[config.mk]
export PLATFORM = sky130hd
export DESIGN_NAME = dera_ctl
export DESIGN_NICKNAME = d
export VERILOG_FILES = /design/src/dera_pkg.sv /design/src/dera_ctl.sv /design/src/dera_alt_map.sv
export SDC_FILE = /design/constraint.sdc
export NUM_CORES = 1
export LEC_CHECK = 0
export ABC_CLOCK_PERIOD_IN_PS = 16160
export BUFFER_PORTS_ARGS = -buffer_cell sky130_fd_sc_hd__clkbuf_2
export CORE_MARGIN = 2
export CORE_UTILIZATION = 41
export CTS_CLUSTER_SIZE = 14
export DETAILED_ROUTE_END_ITERATION = 10
export SYNTH_ARGS = -nofsm -noshare
export SYNTH_HDL_FRONTEND = slang
export SYNTH_SLANG_ARGS = --single-unit
[constraint.sdc]
create_clock -name i_ref_clk -period 16.16 [get_ports i_ref_clk]
set_clock_uncertainty 0.05 [all_clocks]
set_input_delay 3.232 -clock i_ref_clk [delete_from_list [all_inputs] [get_ports i_ref_clk]]
set_output_delay 3.232 -clock i_ref_clk [all_outputs]
set_load 0.02 [all_outputs]
[src/dera_pkg.sv]
// constants and types shared by the disk error recovery controller
package dera_pkg;
    // completion codes
    localparam logic [7:0] ERR_NONE = 8'h00;
    localparam logic [7:0] ERR_NO_INDEX = 8'h01;
    localparam logic [7:0] ERR_NO_SEEK_CMP = 8'h02;
    localparam logic [7:0] ERR_WR_FAULT = 8'h03;
    localparam logic [7:0] ERR_NOT_READY = 8'h04;
    localparam logic [7:0] ERR_TRK0_NF = 8'h06;
    localparam logic [7:0] ERR_SEEKING = 8'h08;
    localparam logic [7:0] ERR_ID_READ = 8'h10;
    localparam logic [7:0] ERR_UNCORR = 8'h11;
    localparam logic [7:0] ERR_MARK_NF = 8'h12;
    localparam logic [7:0] ERR_SECT_NF = 8'h14;
    localparam logic [7:0] ERR_SEEK = 8'h15;
    localparam logic [7:0] ERR_CORR = 8'h18;
    localparam logic [7:0] ERR_BAD_TRK = 8'h19;
    localparam logic [7:0] ERR_FORMAT = 8'h1A;
    localparam logic [7:0] ERR_ALT_USED = 8'h1D;
    localparam logic [7:0] ERR_ALT_NF = 8'h1E;
    localparam logic [7:0] ERR_ALT_SAME = 8'h1F;
    localparam logic [7:0] ERR_INV_CMD = 8'h20;
    localparam logic [7:0] ERR_ILL_ADDR = 8'h21;
    localparam logic [7:0] ERR_ILL_PARAM = 8'h22;
    localparam logic [7:0] ERR_RAM = 8'h30;
    localparam logic [7:0] ERR_PROM = 8'h31;
    localparam logic [7:0] ERR_ECC_DIAG = 8'h32;
    localparam logic [7:0] ERR_MAX_CNT = 8'h33;
    // host commands
    localparam logic [7:0] CMD_RECAL = 8'h01;
    localparam logic [7:0] CMD_FMT_DRV = 8'h04;
    localparam logic [7:0] CMD_FMT_BAD = 8'h07;
    localparam logic [7:0] CMD_READ = 8'h08;
    localparam logic [7:0] CMD_WRITE = 8'h0A;
    localparam logic [7:0] CMD_SEEK = 8'h0B;
    localparam logic [7:0] CMD_FMT_ALT = 8'h0E;
    // recovery enable position in control byte 5
    localparam int RECOV_BIT = 7;
    localparam logic [4:0] ERR_LIMIT = 5'h14;
    localparam logic [2:0] DATA_RECAL_MAX = 3'h3;
    localparam logic [2:0] SEEK_RETRY_MAX = 3'h4;
    localparam logic [7:0] FILL_BYTE = 8'h6C;
    // operations requested from the drive
    localparam logic [2:0] DRV_SEEK = 3'h0;
    localparam logic [2:0] DRV_RECAL = 3'h1;
    localparam logic [2:0] DRV_READ = 3'h2;
    localparam logic [2:0] DRV_WRITE = 3'h3;
    localparam logic [2:0] DRV_FMT = 3'h4;
    localparam logic [2:0] DRV_FMT_BAD = 3'h5;

    typedef enum logic [3:0] {
        ST_IDLE, ST_SEEK, ST_SEEK_W, ST_RECAL, ST_RECAL_W,
        ST_XFER, ST_XFER_W, ST_FMT, ST_FMT_W
    } dera_state_t;
endpackage : dera_pkg

[src/dera_ctl.sv]
// disk command sequencer with error recovery and alternate tracks
`timescale 1ns/1ns
`default_nettype none
module dera_ctl #(
    parameter int TRK_W = 16,
    parameter int ALT_N = 8,
    parameter logic [15:0] MAX_TRK = 16'h0FFF
) (
    input wire logic i_ref_clk,
    input wire logic i_srst,
    input wire logic i_diag_vld,
    input wire logic i_diag_ram_ok,
    input wire logic i_diag_prom_ok,
    input wire logic i_diag_ecc_ok,
    input wire logic i_cmd_vld,
    input wire logic [7:0] i_cmd_op,
    input wire logic [7:0] i_cmd_ctl,
    input wire logic [TRK_W-1:0] i_cmd_trk,
    input wire logic [TRK_W-1:0] i_cmd_alt,
    input wire logic [TRK_W-1:0] i_alt_lo,
    input wire logic [TRK_W-1:0] i_alt_hi,
    output logic o_cmd_rdy,
    output logic o_done,
    output logic [7:0] o_err_code,
    output logic [TRK_W-1:0] o_sense_trk,
    output logic o_drv_req,
    output logic [2:0] o_drv_op,
    output logic [TRK_W-1:0] o_drv_trk,
    output logic [7:0] o_fill_byte,
    input wire logic i_drv_done,
    input wire logic [7:0] i_drv_err,
    input wire logic i_ecc_uncorr
);
    dera_pkg::dera_state_t state_r, state_nxt;
    logic [7:0] op_r, op_nxt;
    logic [TRK_W-1:0] tgt_r, tgt_nxt;
    logic [TRK_W-1:0] pos_r, pos_nxt;
    logic pos_vld_r, pos_vld_nxt;
    logic recov_r, recov_nxt;
    logic [4:0] cnt_r, cnt_nxt;
    logic [2:0] stry_r, stry_nxt;
    logic [2:0] dtry_r, dtry_nxt;
    logic done_r, done_nxt;
    logic [7:0] code_r, code_nxt;
    logic [TRK_W-1:0] sense_r, sense_nxt;
    logic [2:0] drv_op_r;
    logic [7:0] fill_r;
    logic fin;
    logic [7:0] fin_code;
    logic look_hit;
    logic look_has_alt;
    logic [TRK_W-1:0] look_alt;
    logic [7:0] asg_code;

    wire idle = state_r == dera_pkg::ST_IDLE;
    wire take = idle && !i_diag_vld && i_cmd_vld;
    wire trk_bad = i_cmd_trk > MAX_TRK[TRK_W-1:0];
    wire cmd_known = i_cmd_op == dera_pkg::CMD_RECAL ||
        i_cmd_op == dera_pkg::CMD_FMT_DRV || i_cmd_op == dera_pkg::CMD_FMT_BAD ||
        i_cmd_op == dera_pkg::CMD_READ || i_cmd_op == dera_pkg::CMD_WRITE ||
        i_cmd_op == dera_pkg::CMD_SEEK || i_cmd_op == dera_pkg::CMD_FMT_ALT;
    wire cmd_xfer = i_cmd_op == dera_pkg::CMD_READ ||
        i_cmd_op == dera_pkg::CMD_WRITE || i_cmd_op == dera_pkg::CMD_SEEK;
    // an alternate addressed directly misses the table and passes through
    wire [TRK_W-1:0] phys = (look_hit && look_has_alt) ? look_alt : i_cmd_trk;
    wire on_trk = pos_vld_r && pos_r == phys;
    wire [7:0] diag_code = !i_diag_ram_ok ? dera_pkg::ERR_RAM :
        !i_diag_prom_ok ? dera_pkg::ERR_PROM :
        !i_diag_ecc_ok ? dera_pkg::ERR_ECC_DIAG : dera_pkg::ERR_NONE;
    // a bare uncorrectable flag from the ECC logic outranks the drive's own code
    wire [7:0] xcode = i_ecc_uncorr ? dera_pkg::ERR_UNCORR : i_drv_err;
    wire is_data = xcode == dera_pkg::ERR_ID_READ || xcode == dera_pkg::ERR_UNCORR ||
        xcode == dera_pkg::ERR_MARK_NF || xcode == dera_pkg::ERR_SECT_NF ||
        xcode == dera_pkg::ERR_CORR;
    wire [4:0] cnt_inc = cnt_r + 5'h01;
    wire over = cnt_inc > dera_pkg::ERR_LIMIT;
    wire asg_stb = take && i_cmd_op == dera_pkg::CMD_FMT_ALT && !trk_bad;
    wire flag_stb = state_r == dera_pkg::ST_FMT_W && i_drv_done &&
        i_drv_err == dera_pkg::ERR_NONE && op_r == dera_pkg::CMD_FMT_BAD;
    wire [2:0] op_sel = (state_nxt == dera_pkg::ST_SEEK) ? dera_pkg::DRV_SEEK :
        (state_nxt == dera_pkg::ST_RECAL) ? dera_pkg::DRV_RECAL :
        (state_nxt == dera_pkg::ST_FMT) ? ((op_nxt == dera_pkg::CMD_FMT_BAD) ?
        dera_pkg::DRV_FMT_BAD : dera_pkg::DRV_FMT) :
        (op_nxt == dera_pkg::CMD_WRITE) ? dera_pkg::DRV_WRITE : dera_pkg::DRV_READ;
    // op code is only loaded with a request so it stands until the next one
    wire drv_go = state_nxt == dera_pkg::ST_SEEK || state_nxt == dera_pkg::ST_RECAL ||
        state_nxt == dera_pkg::ST_XFER || state_nxt == dera_pkg::ST_FMT;

    dera_alt_map #(.N(ALT_N), .TRK_W(TRK_W)) u_alt (
        .i_ref_clk(i_ref_clk),
        .i_srst(i_srst),
        .i_alt_lo(i_alt_lo),
        .i_alt_hi(i_alt_hi),
        .i_flag_stb(flag_stb),
        .i_asg_stb(asg_stb),
        .i_bad_trk(flag_stb ? tgt_r : i_cmd_trk),
        .i_alt_trk(i_cmd_alt),
        .i_look_trk(i_cmd_trk),
        .o_look_hit(look_hit),
        .o_look_has_alt(look_has_alt),
        .o_look_alt(look_alt),
        .o_asg_code(asg_code)
    );

    always_comb begin
        state_nxt = state_r;
        op_nxt = op_r;
        tgt_nxt = tgt_r;
        pos_nxt = pos_r;
        pos_vld_nxt = pos_vld_r;
        recov_nxt = recov_r;
        cnt_nxt = cnt_r;
        stry_nxt = stry_r;
        dtry_nxt = dtry_r;
        sense_nxt = sense_r;
        fin = 1'b0;
        fin_code = dera_pkg::ERR_NONE;
        unique case (state_r)
            dera_pkg::ST_IDLE: begin
                if (i_diag_vld) begin
                    fin = 1'b1;
                    fin_code = diag_code;
                end else if (i_cmd_vld) begin
                    op_nxt = i_cmd_op;
                    recov_nxt = i_cmd_ctl[dera_pkg::RECOV_BIT];
                    cnt_nxt = 5'h00;
                    stry_nxt = 3'h0;
                    dtry_nxt = 3'h0;
                    tgt_nxt = i_cmd_trk;
                    fin = 1'b1;
                    if (!cmd_known) begin
                        fin_code = dera_pkg::ERR_INV_CMD;
                    end else if (trk_bad) begin
                        fin_code = dera_pkg::ERR_ILL_ADDR;
                    end else if (i_cmd_op == dera_pkg::CMD_FMT_ALT) begin
                        fin_code = asg_code;
                    end else if (cmd_xfer && look_hit && !look_has_alt) begin
                        fin_code = dera_pkg::ERR_BAD_TRK;
                    end else if (i_cmd_op == dera_pkg::CMD_RECAL) begin
                        fin = 1'b0;
                        state_nxt = dera_pkg::ST_RECAL;
                    end else if (!cmd_xfer) begin
                        fin = 1'b0;
                        pos_vld_nxt = 1'b0;
                        state_nxt = dera_pkg::ST_FMT;
                    end else begin
                        fin = 1'b0;
                        tgt_nxt = phys;
                        state_nxt = (on_trk && i_cmd_op != dera_pkg::CMD_SEEK) ?
                            dera_pkg::ST_XFER : dera_pkg::ST_SEEK;
                    end
                end
            end
            dera_pkg::ST_SEEK: state_nxt = dera_pkg::ST_SEEK_W;
            dera_pkg::ST_RECAL: state_nxt = dera_pkg::ST_RECAL_W;
            dera_pkg::ST_XFER: state_nxt = dera_pkg::ST_XFER_W;
            dera_pkg::ST_FMT: state_nxt = dera_pkg::ST_FMT_W;
            dera_pkg::ST_SEEK_W: begin
                if (i_drv_done && i_drv_err == dera_pkg::ERR_NONE) begin
                    pos_nxt = tgt_r;
                    pos_vld_nxt = 1'b1;
                    fin = op_r == dera_pkg::CMD_SEEK;
                    state_nxt = dera_pkg::ST_XFER;
                end else if (i_drv_done) begin
                    pos_vld_nxt = 1'b0;
                    cnt_nxt = cnt_inc;
                    fin = 1'b1;
                    fin_code = i_drv_err;
                    if (over) begin
                        fin_code = dera_pkg::ERR_MAX_CNT;
                    end else if (recov_r && i_drv_err == dera_pkg::ERR_SEEK &&
                                 stry_r < dera_pkg::SEEK_RETRY_MAX) begin
                        fin = 1'b0;
                        stry_nxt = stry_r + 3'h1;
                        state_nxt = dera_pkg::ST_RECAL;
                    end
                end
            end
            dera_pkg::ST_RECAL_W: begin
                if (i_drv_done && i_drv_err == dera_pkg::ERR_NONE) begin
                    pos_nxt = '0;
                    pos_vld_nxt = 1'b1;
                    fin = op_r == dera_pkg::CMD_RECAL;
                    state_nxt = dera_pkg::ST_SEEK;
                end else if (i_drv_done) begin
                    pos_vld_nxt = 1'b0;
                    cnt_nxt = cnt_inc;
                    fin = 1'b1;
                    fin_code = over ? dera_pkg::ERR_MAX_CNT : i_drv_err;
                end
            end
            dera_pkg::ST_XFER_W: begin
                if (i_drv_done && xcode == dera_pkg::ERR_NONE) begin
                    fin = 1'b1;
                end else if (i_drv_done) begin
                    cnt_nxt = cnt_inc;
                    fin = 1'b1;
                    fin_code = xcode;
                    if (over) begin
                        fin_code = dera_pkg::ERR_MAX_CNT;
                    end else if (recov_r && is_data && dtry_r == 3'h0) begin
                        fin = 1'b0;
                        dtry_nxt = 3'h1;
                        state_nxt = dera_pkg::ST_XFER;
                    end else if (recov_r && is_data &&
                                 dtry_r <= dera_pkg::DATA_RECAL_MAX) begin
                        fin = 1'b0;
                        dtry_nxt = dtry_r + 3'h1;
                        state_nxt = dera_pkg::ST_RECAL;
                    end
                end
            end
            dera_pkg::ST_FMT_W: begin
                if (i_drv_done && i_drv_err != dera_pkg::ERR_NONE) begin
                    fin = 1'b1;
                    fin_code = i_drv_err;
                    sense_nxt = tgt_r;
                end else if (i_drv_done) begin
                    fin = op_r == dera_pkg::CMD_FMT_BAD ||
                        tgt_r == MAX_TRK[TRK_W-1:0];
                    tgt_nxt = tgt_r + {{(TRK_W-1){1'b0}}, 1'b1};
                    state_nxt = dera_pkg::ST_FMT;
                end
            end
        endcase
        done_nxt = fin;
        code_nxt = fin ? fin_code : code_r;
        if (fin) begin
            state_nxt = dera_pkg::ST_IDLE;
        end
    end

    always_ff @(posedge i_ref_clk) begin
        if (i_srst) begin
            state_r <= dera_pkg::ST_IDLE;
            op_r <= 8'h00;
            tgt_r <= '0;
            pos_r <= '0;
            pos_vld_r <= 1'b0;
            recov_r <= 1'b0;
            cnt_r <= 5'h00;
            stry_r <= 3'h0;
            dtry_r <= 3'h0;
            done_r <= 1'b0;
            code_r <= dera_pkg::ERR_NONE;
            sense_r <= '0;
            drv_op_r <= dera_pkg::DRV_SEEK;
            fill_r <= 8'h00;
        end else begin
            state_r <= state_nxt;
            op_r <= op_nxt;
            tgt_r <= tgt_nxt;
            pos_r <= pos_nxt;
            pos_vld_r <= pos_vld_nxt;
            recov_r <= recov_nxt;
            cnt_r <= cnt_nxt;
            stry_r <= stry_nxt;
            dtry_r <= dtry_nxt;
            done_r <= done_nxt;
            code_r <= code_nxt;
            sense_r <= sense_nxt;
            drv_op_r <= drv_go ? op_sel : drv_op_r;
            fill_r <= (state_nxt == dera_pkg::ST_FMT) ? dera_pkg::FILL_BYTE : 8'h00;
        end
    end

    assign o_cmd_rdy = idle;
    assign o_drv_req = state_r == dera_pkg::ST_SEEK || state_r == dera_pkg::ST_RECAL ||
        state_r == dera_pkg::ST_XFER || state_r == dera_pkg::ST_FMT;
    assign o_done = done_r;
    assign o_err_code = code_r;
    assign o_sense_trk = sense_r;
    assign o_drv_op = drv_op_r;
    assign o_drv_trk = (state_r == dera_pkg::ST_RECAL) ? '0 : tgt_r;
    assign o_fill_byte = fill_r;

    wire xw_err = state_r == dera_pkg::ST_XFER_W && i_drv_done &&
        xcode != dera_pkg::ERR_NONE;

    property p_prom;
        @(posedge i_ref_clk) disable iff (i_srst)
        idle && i_diag_vld && i_diag_ram_ok && !i_diag_prom_ok |=>
            o_done && o_err_code == 8'h31;
    endproperty
    a_prom: assert property (p_prom) else $error("checksum code wrong");
    property p_eccd;
        @(posedge i_ref_clk) disable iff (i_srst)
        idle && i_diag_vld && i_diag_ram_ok && i_diag_prom_ok && !i_diag_ecc_ok
            |=> o_done && o_err_code == 8'h32;
    endproperty
    a_eccd: assert property (p_eccd) else $error("ecc diag code wrong");
    property p_abort;
        @(posedge i_ref_clk) disable iff (i_srst)
        xw_err && cnt_r == 5'h14 |=> o_done && o_err_code == 8'h33;
    endproperty
    a_abort: assert property (p_abort) else $error("no abort at limit");
    property p_norecov;
        @(posedge i_ref_clk) disable iff (i_srst)
        xw_err && !recov_r |=> o_done && o_cmd_rdy;
    endproperty
    a_norecov: assert property (p_norecov) else $error("retry while off");
    property p_reread;
        @(posedge i_ref_clk) disable iff (i_srst)
        xw_err && recov_r && is_data && dtry_r == 3'h0 && !over |=>
            o_drv_req && o_drv_op == 3'h2 ##1 !o_drv_req;
    endproperty
    a_reread: assert property (p_reread) else $error("no reread");
    property p_seek_lim;
        @(posedge i_ref_clk) disable iff (i_srst)
        state_r == dera_pkg::ST_SEEK_W && i_drv_done && i_drv_err == 8'h15 &&
            stry_r == 3'h4 |=> o_done && $stable(stry_r);
    endproperty
    a_seek_lim: assert property (p_seek_lim) else $error("fifth reseek");
    property p_cnt;
        @(posedge i_ref_clk) disable iff (i_srst) cnt_r <= 5'h15;
    endproperty
    a_cnt: assert property (p_cnt) else $error("error count past limit");
    property p_redir;
        @(posedge i_ref_clk) disable iff (i_srst)
        take && cmd_xfer && look_hit && look_has_alt && !trk_bad && !on_trk |=>
            o_drv_req && o_drv_trk == $past(look_alt);
    endproperty
    a_redir: assert property (p_redir) else $error("no redirect");
    property p_stay;
        @(posedge i_ref_clk) disable iff (i_srst)
        take && i_cmd_op == dera_pkg::CMD_READ && cmd_known && !trk_bad &&
            !(look_hit && !look_has_alt) && on_trk |=> o_drv_op == 3'h2;
    endproperty
    a_stay: assert property (p_stay) else $error("needless reseek");
    property p_sense;
        @(posedge i_ref_clk) disable iff (i_srst)
        state_r == dera_pkg::ST_FMT_W && i_drv_done && i_drv_err != 8'h00 |=>
            o_done && o_sense_trk == $past(tgt_r);
    endproperty
    a_sense: assert property (p_sense) else $error("sense track wrong");
    property p_recal;
        @(posedge i_ref_clk) disable iff (i_srst)
        state_r == dera_pkg::ST_RECAL_W && i_drv_done && i_drv_err == 8'h00 |=>
            pos_vld_r && pos_r == '0;
    endproperty
    a_recal: assert property (p_recal) else $error("recal not at zero");
    property p_fill;
        @(posedge i_ref_clk) disable iff (i_srst)
        o_drv_req && o_drv_op == 3'h4 |-> o_fill_byte == 8'h6C;
    endproperty
    a_fill: assert property (p_fill) else $error("fill byte wrong");
    c_redir: cover property (@(posedge i_ref_clk) take && look_has_alt);
    c_recal_seq: cover property (@(posedge i_ref_clk) dtry_r == 3'h4);
    c_abort: cover property (@(posedge i_ref_clk) o_done && o_err_code == 8'h33);
endmodule : dera_ctl
`default_nettype wire

[src/dera_alt_map.sv]
// table of flagged defective tracks and their alternates
`timescale 1ns/1ns
`default_nettype none
module dera_alt_map #(
    parameter int N = 8,
    parameter int TRK_W = 16
) (
    input wire logic i_ref_clk,
    input wire logic i_srst,
    input wire logic [TRK_W-1:0] i_alt_lo,
    input wire logic [TRK_W-1:0] i_alt_hi,
    input wire logic i_flag_stb,
    input wire logic i_asg_stb,
    input wire logic [TRK_W-1:0] i_bad_trk,
    input wire logic [TRK_W-1:0] i_alt_trk,
    input wire logic [TRK_W-1:0] i_look_trk,
    output logic o_look_hit,
    output logic o_look_has_alt,
    output logic [TRK_W-1:0] o_look_alt,
    output logic [7:0] o_asg_code
);
    logic [TRK_W-1:0] bad_r [N];
    logic [TRK_W-1:0] alt_r [N];
    logic [N-1:0] used_r;
    logic [N-1:0] altv_r;
    wire [N-1:0] look_m;
    wire [N-1:0] bad_m;
    wire [N-1:0] alt_busy;
    wire [N-1:0] free = ~used_r;
    wire [N-1:0] first_free = free & (~free + {{(N-1){1'b0}}, 1'b1});
    wire [N-1:0] wr_sel = (|bad_m) ? bad_m : first_free;
    wire full = ~(|bad_m) && ~(|free);
    wire wr_en = i_flag_stb || (i_asg_stb && o_asg_code == dera_pkg::ERR_NONE);

    // alternates only come from the range the host set up beforehand
    wire out_rng = (i_alt_trk < i_alt_lo) || (i_alt_trk > i_alt_hi);

    assign o_asg_code = (i_alt_trk == i_bad_trk) ? dera_pkg::ERR_ALT_SAME :
                        out_rng ? dera_pkg::ERR_ALT_NF :
                        (|alt_busy) ? dera_pkg::ERR_ALT_USED :
                        full ? dera_pkg::ERR_ILL_PARAM : dera_pkg::ERR_NONE;

    genvar gi;
    generate
        for (gi = 0; gi < N; gi++) begin : g_ent
            assign look_m[gi] = used_r[gi] && bad_r[gi] == i_look_trk;
            assign bad_m[gi] = used_r[gi] && bad_r[gi] == i_bad_trk;
            assign alt_busy[gi] = used_r[gi] && (bad_r[gi] == i_alt_trk ||
                (altv_r[gi] && alt_r[gi] == i_alt_trk));
            always_ff @(posedge i_ref_clk) begin
                if (i_srst) begin
                    used_r[gi] <= 1'b0;
                    altv_r[gi] <= 1'b0;
                end else if (wr_en && wr_sel[gi]) begin
                    used_r[gi] <= 1'b1;
                    altv_r[gi] <= i_asg_stb;
                end
            end
            always_ff @(posedge i_ref_clk) begin
                if (wr_en && wr_sel[gi]) begin
                    bad_r[gi] <= i_bad_trk;
                    alt_r[gi] <= i_alt_trk;
                end
            end
        end
    endgenerate

    // entries never duplicate a bad track, so at most one matches
    always_comb begin
        o_look_has_alt = 1'b0;
        o_look_alt = i_look_trk;
        for (int i = 0; i < N; i++) begin
            if (look_m[i]) begin
                o_look_has_alt = altv_r[i];
                o_look_alt = alt_r[i];
            end
        end
    end
    assign o_look_hit = |look_m;
endmodule : dera_alt_map
`default_nettype wire

Yosys cells after proc, flatten, opt, wreduce, memory -nomap -nowiden
Memories as Yosys holds them, arrays and structs flattened.
Cells that the tools add are included.
{ "op_classes": {"eq_ne": 88, "addsub": 5, "bitwise_logic": 6, "mux": 154, "reduce_logical": 119, "n_lt_le_gt_ge": 6} }
{ "ops": {"columns": ["operator", "n"], "rows": [
  ["$eq A16 B16 Y1", 34],
  ["$mux W16", 23],
  ["$mux W8", 20],
  ["$mux W4", 19],
  ["$pmux W16 S2", 2],
  ["$logic_and A1 B1 Y1", 62],
  ["$mux W1", 55],
  ["$mux W3", 17],
  ["$eq A8 B4 Y1 const B", 6],
  ["$eq A8 B5 Y1 const B", 6],
  ["$ne A2 B2 Y1 const B", 19],
  ["$pmux W4 S9", 1],
  ["$eq A8 B3 Y1 const B", 4],
  ["$pmux W8 S4", 1],
  ["$reduce_or A8 Y1", 4],
  ["$mux W5", 6],
  ["$logic_or A1 B1 Y1", 29],
  ["$eq A4 B3 Y1 const B", 6],
  ["$logic_not A8 Y1", 3],
  ["$mux W6", 4],
  ["$add A16 B1 Y16 const B", 1],
  ["$eq A16 B12 Y1 const B", 1],
  ["$eq A8 B1 Y1 const B", 2],
  ["$gt A16 B12 Y1 const B", 1],
  ["other kinds (35)", 52]
]} }
{ "word_totals": {"ram_bits": 256, "memories": 2, "wordCells": 410, "output_inout_bits": 54, "regBits": 109} }
{ "memory_table": {"columns": ["memory", "depth", "width", "read_ports", "rd_clocked_by_memory_dff", "write_ports", "line_no", "source"], "rows": [
  ["u_alt.alt_r", 8, 16, 8, 0, 8, "dera_alt_map.sv:23", "logic [TRK_W-1:0] alt_r [N];"],
  ["u_alt.bad_r", 8, 16, 8, 0, 8, "dera_alt_map.sv:22", "logic [TRK_W-1:0] bad_r [N];"]
]} }

Depth between registers and ports, before layout
An unclocked memory read counts as a cell.
{ "logic_depth": {"ltp_word": 31, "ltp_mapped": 17, "mapped_depth_nobuf": 14} }

Cells and area by module
Synthesis repeated with hierarchy kept, for this count alone.
{ "hier_totals": {"cells_unflattened": 2327, "area_unflattened_um2": 23373.7} }
{ "by_module_without_submodules": {"columns": ["mod", "cells_per_inst", "area_per_inst_um2", "n_inst", "seq_area_each_um2"], "rows": [
  ["dera_alt_map", 1535, 17486.8, 1, 8007.7],
  ["dera_ctl", 792, 5886.9, 1, 1721.7]
]} }

Worst setup path before layout
No wires, ideal clock.
{ "synth_timing": {"path_type": "input to register", "startpoint": "input i_drv_err[5]", "endpoint": "memory u_alt.alt_r[6][0], in the netlist u_alt.alt_r[1][32] (enable)", "setup_ns": 0.432, "path_stages": 13, "arrival_ns": 8.061, "path_slack_ns": 7.618, "cell_sequence": "or3_1 > nor2_2 > nand4_1 > nand2_1 > xor2_1 > or4_1 > or4_1 > nand4_1 > or4_1 > buf_6 > nor2_1 > o31a_1 > a21oi_1"} }
{ "synth_lines": {"columns": ["item", "line_no", "source"], "rows": [
  ["start, declared", "dera_ctl.sv:31", "input wire logic [7:0] i_drv_err,"],
  ["end, declared", "dera_alt_map.sv:23", null]
]} }

==> run summary <==
In this run, CTS created clock tree buffers numbering 44. The number of antenna violations at the first check in global routing is 4. The synthesized design contains 358 register bits. Data on the critical path is required at its endpoint by 16.31 ns. sky130_fd_sc_hd__edfxtp_1 takes more of the synthesized area than any other cell. The floorplan step set the die height to 246 um. The via density per instance is 6.43, and the total wirelength of the detailed-routed design is 102 mm. Global routing consumed, over all layers together, 32.9% of the routing resources. The predominant post-synthesis flop cell was sky130_fd_sc_hd__edfxtp_1.

Headroom to the max-slew limit came out at 9.96%. The highest fanout seen on the critical path is 32, and the number of fill cells in the layout is 5476. For the maximum number of pins on one net before global-route repair, the log shows 92. For the count of unresolved DRC violations after routing, the log shows 0.

The logs give 0 for the number of gates resized after cts and 2738 for the post-layout net count. The clock latency of the later-clocked register in the worst-skew pair is 0.61 ns, and the wire length per cell is 29.9 um. The worst path in the final design needs a cycle of 9.35 ns, including I/O delays and setup. For this run, the top clock speed supported by timing is 107 MHz. The tightest min-delay check is of the reg2reg type. The tools report the total of hold buffers inserted after clock tree synthesis as 0. Synthesis handed over a netlist of 2545 instances. The floorplan step defined a core boundary enclosing 57800 um2.

At the worst endpoint, the arrival time is 9.50 ns. The critical path starts at i_drv_err[5]. Buffers added to address setup during post-CTS repair amount to 0.

TritonCTS built the clock tree. The top cell type by area accounts for 32.0% of the synthesized area. In this run the most critical hold path is launched from o_drv_op[2]. The share of cells above drive strength 1 is 11.6%.

For this block, the initial DRC count from the detailed router was 2793. The worst slack on hold paths is 0.404 ns. Summed over all layers, the global routing overflow is 0.

The transition time of the tightest slew-check pin is 1.34 ns. The CTS root buffer was sky130_fd_sc_hd__clkbuf_16. The tools report the critical path capture point type as a flop. The final hold violation count was 0; the average footprint of a synthesized cell was 9.44 um2. In this run, synthesis inferred 256 flip-flops with an integrated enable.

The die is 246 um wide. Setup total negative slack on the finished layout was measured at 0 ns. The worst register-to-register path begins at state_r[3]. Yosys printed 0 warnings.

The max-slew violation count came out at 0. For the detailed placement HPWL, the log shows 70.8 mm. Summed over all cells, the static leakage comes to 9.14 nW. Number of max-cap violations: 0. For the detailed-router iteration count before antenna repair, the log shows 6. The via count of the first global-routing pass came out at 20952. The type of origin of the critical path was an input port. Sorting the synthesized cells by area gives the leading types as sky130_fd_sc_hd__edfxtp_1, sky130_fd_sc_hd__xnor2_1, sky130_fd_sc_hd__dfxtp_1, sky130_fd_sc_hd__xor2_1, sky130_fd_sc_hd__a21oi_1. The clock-pin slew of the registers on the worst-case setup and hold paths came out at 0.05 ns. The worst setup path category is in2reg. After synthesis, the share of flip-flops with an asynchronous set or reset is 0%. Summing every instance area after synthesis gives 24000 um2.

Summing over every cut layer, the via total after detailed routing is 21872. The count of endpoints failing setup in the final report was 0; the number of input and output port buffers inserted was 139. For the number of different library cells in the post-synthesis netlist, the log shows 101. The run gives 62.9 uV as the maximum VDD drop. The final cycle utilization of the critical path was 57.9%; the initial core utilization was 41.6%. The first-pass GRT wire length came out at 145 mm.

CTS built an H-tree with a depth of 2. Setup repair after global routing left no endpoint under its margin. In this run the core area contains 88 standard-cell rows. The area growth from synthesis to final layout is 11.1%, and the clock tree buffer depth is 3. After synthesis, flip-flops and latches occupy 40.5% of the total area. In this run the count of I/O pins placed on the die edge is 151. The flow ran to the end, and the final reports show no timing, DRC or antenna violations. Once detail routing completed, the nets flagged for antenna violations numbered 0.

The die outline area is 60500 um2. Routability-driven placement finished with a final weighted congestion of 1.02. For this design, the sink count on the clock tree is 358. In this run the power density over the cells is 84.8 nW/um2.
[cells in the mapped netlist, types with 65 or more instances]
cell and instances:
sky130_fd_sc_hd__nor2_1 147, sky130_fd_sc_hd__edfxtp_1 256, sky130_fd_sc_hd__nand2_1 166, sky130_fd_sc_hd__o21ai_0 69
sky130_fd_sc_hd__inv_1 106, sky130_fd_sc_hd__clkbuf_1 118, sky130_fd_sc_hd__a21oi_1 156, sky130_fd_sc_hd__nand3_1 65
sky130_fd_sc_hd__nor4_1 77, sky130_fd_sc_hd__dfxtp_1 102, sky130_fd_sc_hd__xor2_1 122, sky130_fd_sc_hd__nand4_1 107
sky130_fd_sc_hd__xnor2_1 383
[cells by family (layout without fill, tap and decap cells)]
logic type	after synthesis	after routing	share of synthesized area (%)
buffers and inverters	282	369	5.03
DFF	358	358	40.5
other	1	6	0.0156
adders and majority gates	40	40	2.06
and+or+nand+nor	820	820	18.5
muxes	24	24	1.02
xor gates and xnor gates	505	505	18.4
AOI/OAI and AO/OA	515	515	14.4
[placed cells by master (no fill, tap or decap), types with 10 or more instances in the layout]
cell / instances
sky130_fd_sc_hd__o211ai_1: 12
sky130_fd_sc_hd__clkbuf_2: 138
sky130_fd_sc_hd__nor2_1: 143
sky130_fd_sc_hd__nor4_1: 76
sky130_fd_sc_hd__a22oi_1: 30
sky130_fd_sc_hd__dfxtp_1: 102
sky130_fd_sc_hd__nor3_1: 58
sky130_fd_sc_hd__mux2i_1: 21
sky130_fd_sc_hd__inv_1: 106
sky130_fd_sc_hd__or3_1: 16
sky130_fd_sc_hd__nand2_1: 166
sky130_fd_sc_hd__and3_1: 42
sky130_fd_sc_hd__o221ai_1: 10
sky130_fd_sc_hd__clkbuf_16: 46
sky130_fd_sc_hd__nand4_1: 107
sky130_fd_sc_hd__xnor2_1: 383
sky130_fd_sc_hd__ha_1: 38
sky130_fd_sc_hd__or4_1: 14
sky130_fd_sc_hd__buf_4: 44
sky130_fd_sc_hd__a211oi_1: 26
sky130_fd_sc_hd__nor2b_1: 18
sky130_fd_sc_hd__edfxtp_1: 256
sky130_fd_sc_hd__a31oi_1: 24
sky130_fd_sc_hd__o21ai_0: 69
sky130_fd_sc_hd__o31ai_1: 11
sky130_fd_sc_hd__xor2_1: 122
sky130_fd_sc_hd__nand3_1: 65
sky130_fd_sc_hd__a221oi_1: 15
sky130_fd_sc_hd__and2_1: 22
sky130_fd_sc_hd__a21o_1: 14
sky130_fd_sc_hd__a21oi_1: 154
sky130_fd_sc_hd__o22ai_1: 23
[registers in the layout, indices dropped and copies added, names as in the netlist, 4 cells and up]
name and flops:
o_err_code 8, o_sense_trk 16, u_alt.altv_r 8, op_r 8, tgt_r 16, u_alt.alt_r 128
state_r 4, cnt_r 5, u_alt.bad_r 128, u_alt.used_r 8, pos_r 16
[final timing paths]
| path | end | slack (ns) | cells past startpoint |
|---|---|---|---|
| hold reg to reg | o_drv_op[2] | 0.40 | 2 |
| setup reg to reg | u_alt.alt_r[1][52] | 8.88 | 14 |
| setup / recovery | u_alt.alt_r[1][52] | 6.81 | 14 |
| hold / removal | o_drv_op[2] | 0.40 | 2 |
[final cells by class]
class,count,area (um2),area share (%)
Inverter,109,409,1.53
Multi-Input combinational cell,1908,13100,49.2
Clock buffer,53,1210,4.52
Antenna cell,2,5.00,0.0187
Tap cell,765,957,3.59
Sequential cell,358,9730,36.4
Timing Repair Buffer,182,1020,3.82
Clock inverter,25,221,0.830
[worst max-delay path, cell delays in order]
cell                       delay [ns]
sky130_fd_sc_hd__clkbuf_2        0.12
sky130_fd_sc_hd__nor3_2          0.46
sky130_fd_sc_hd__nand4_2         0.68
sky130_fd_sc_hd__o21ai_0         0.52
sky130_fd_sc_hd__and2_1          0.79
sky130_fd_sc_hd__inv_1           0.58
sky130_fd_sc_hd__xnor2_1         0.28
sky130_fd_sc_hd__nand4_1         0.14
sky130_fd_sc_hd__or4_4           0.59
sky130_fd_sc_hd__nand4_2         0.15
sky130_fd_sc_hd__or4_1           0.36
sky130_fd_sc_hd__nor2_1          0.09
sky130_fd_sc_hd__o31a_1          0.48
sky130_fd_sc_hd__a21oi_4         0.96
[stage by stage]
| step | util, % | cell area, um2 | instances | setup slack (ns) | power, mW |
|---|---|---|---|---|---|
| 2_1_floorplan | - | 24000 | 2548 | 7.62 | 1.16 |
| 3_3_place_gp | 43.7 | 25300 | 3322 | 6.50 | 1.26 |
| 3_5_place_dp | 43.7 | 25300 | 3322 | 6.42 | 1.26 |
| 4_1_cts | 46.2 | 26700 | 3400 | 7.03 | 2.26 |
| 5_1_grt | 46.2 | 26700 | 3400 | 6.64 | 2.31 |
| 6_report | 46.2 | 26700 | 3402 | 6.81 | 2.26 |
[power by group]
part / total [mW] / leakage [nW] / switching (mW) / internal, mW
logic: 0.260 / 5.32 / 0.177 / 0.0825
registers: 0.994 / 3.13 / 0.00823 / 0.986
clock network: 1.01 / 0.698 / 0.428 / 0.580
[layer usage]
| metal | wire [um] | track usage [%] | vias up |
|---|---|---|---|
| met5 | 53 | 0 | - |
| met4 | 6730 | 20.2 | 2 |
| met2 | 45600 | 51.9 | 1419 |
| li1 | - | - | 9399 |
| met3 | 10300 | 5.75 | 352 |
| met1 | 39000 | 41.9 | 10700 |
Power figures use the tool's default switching activity.
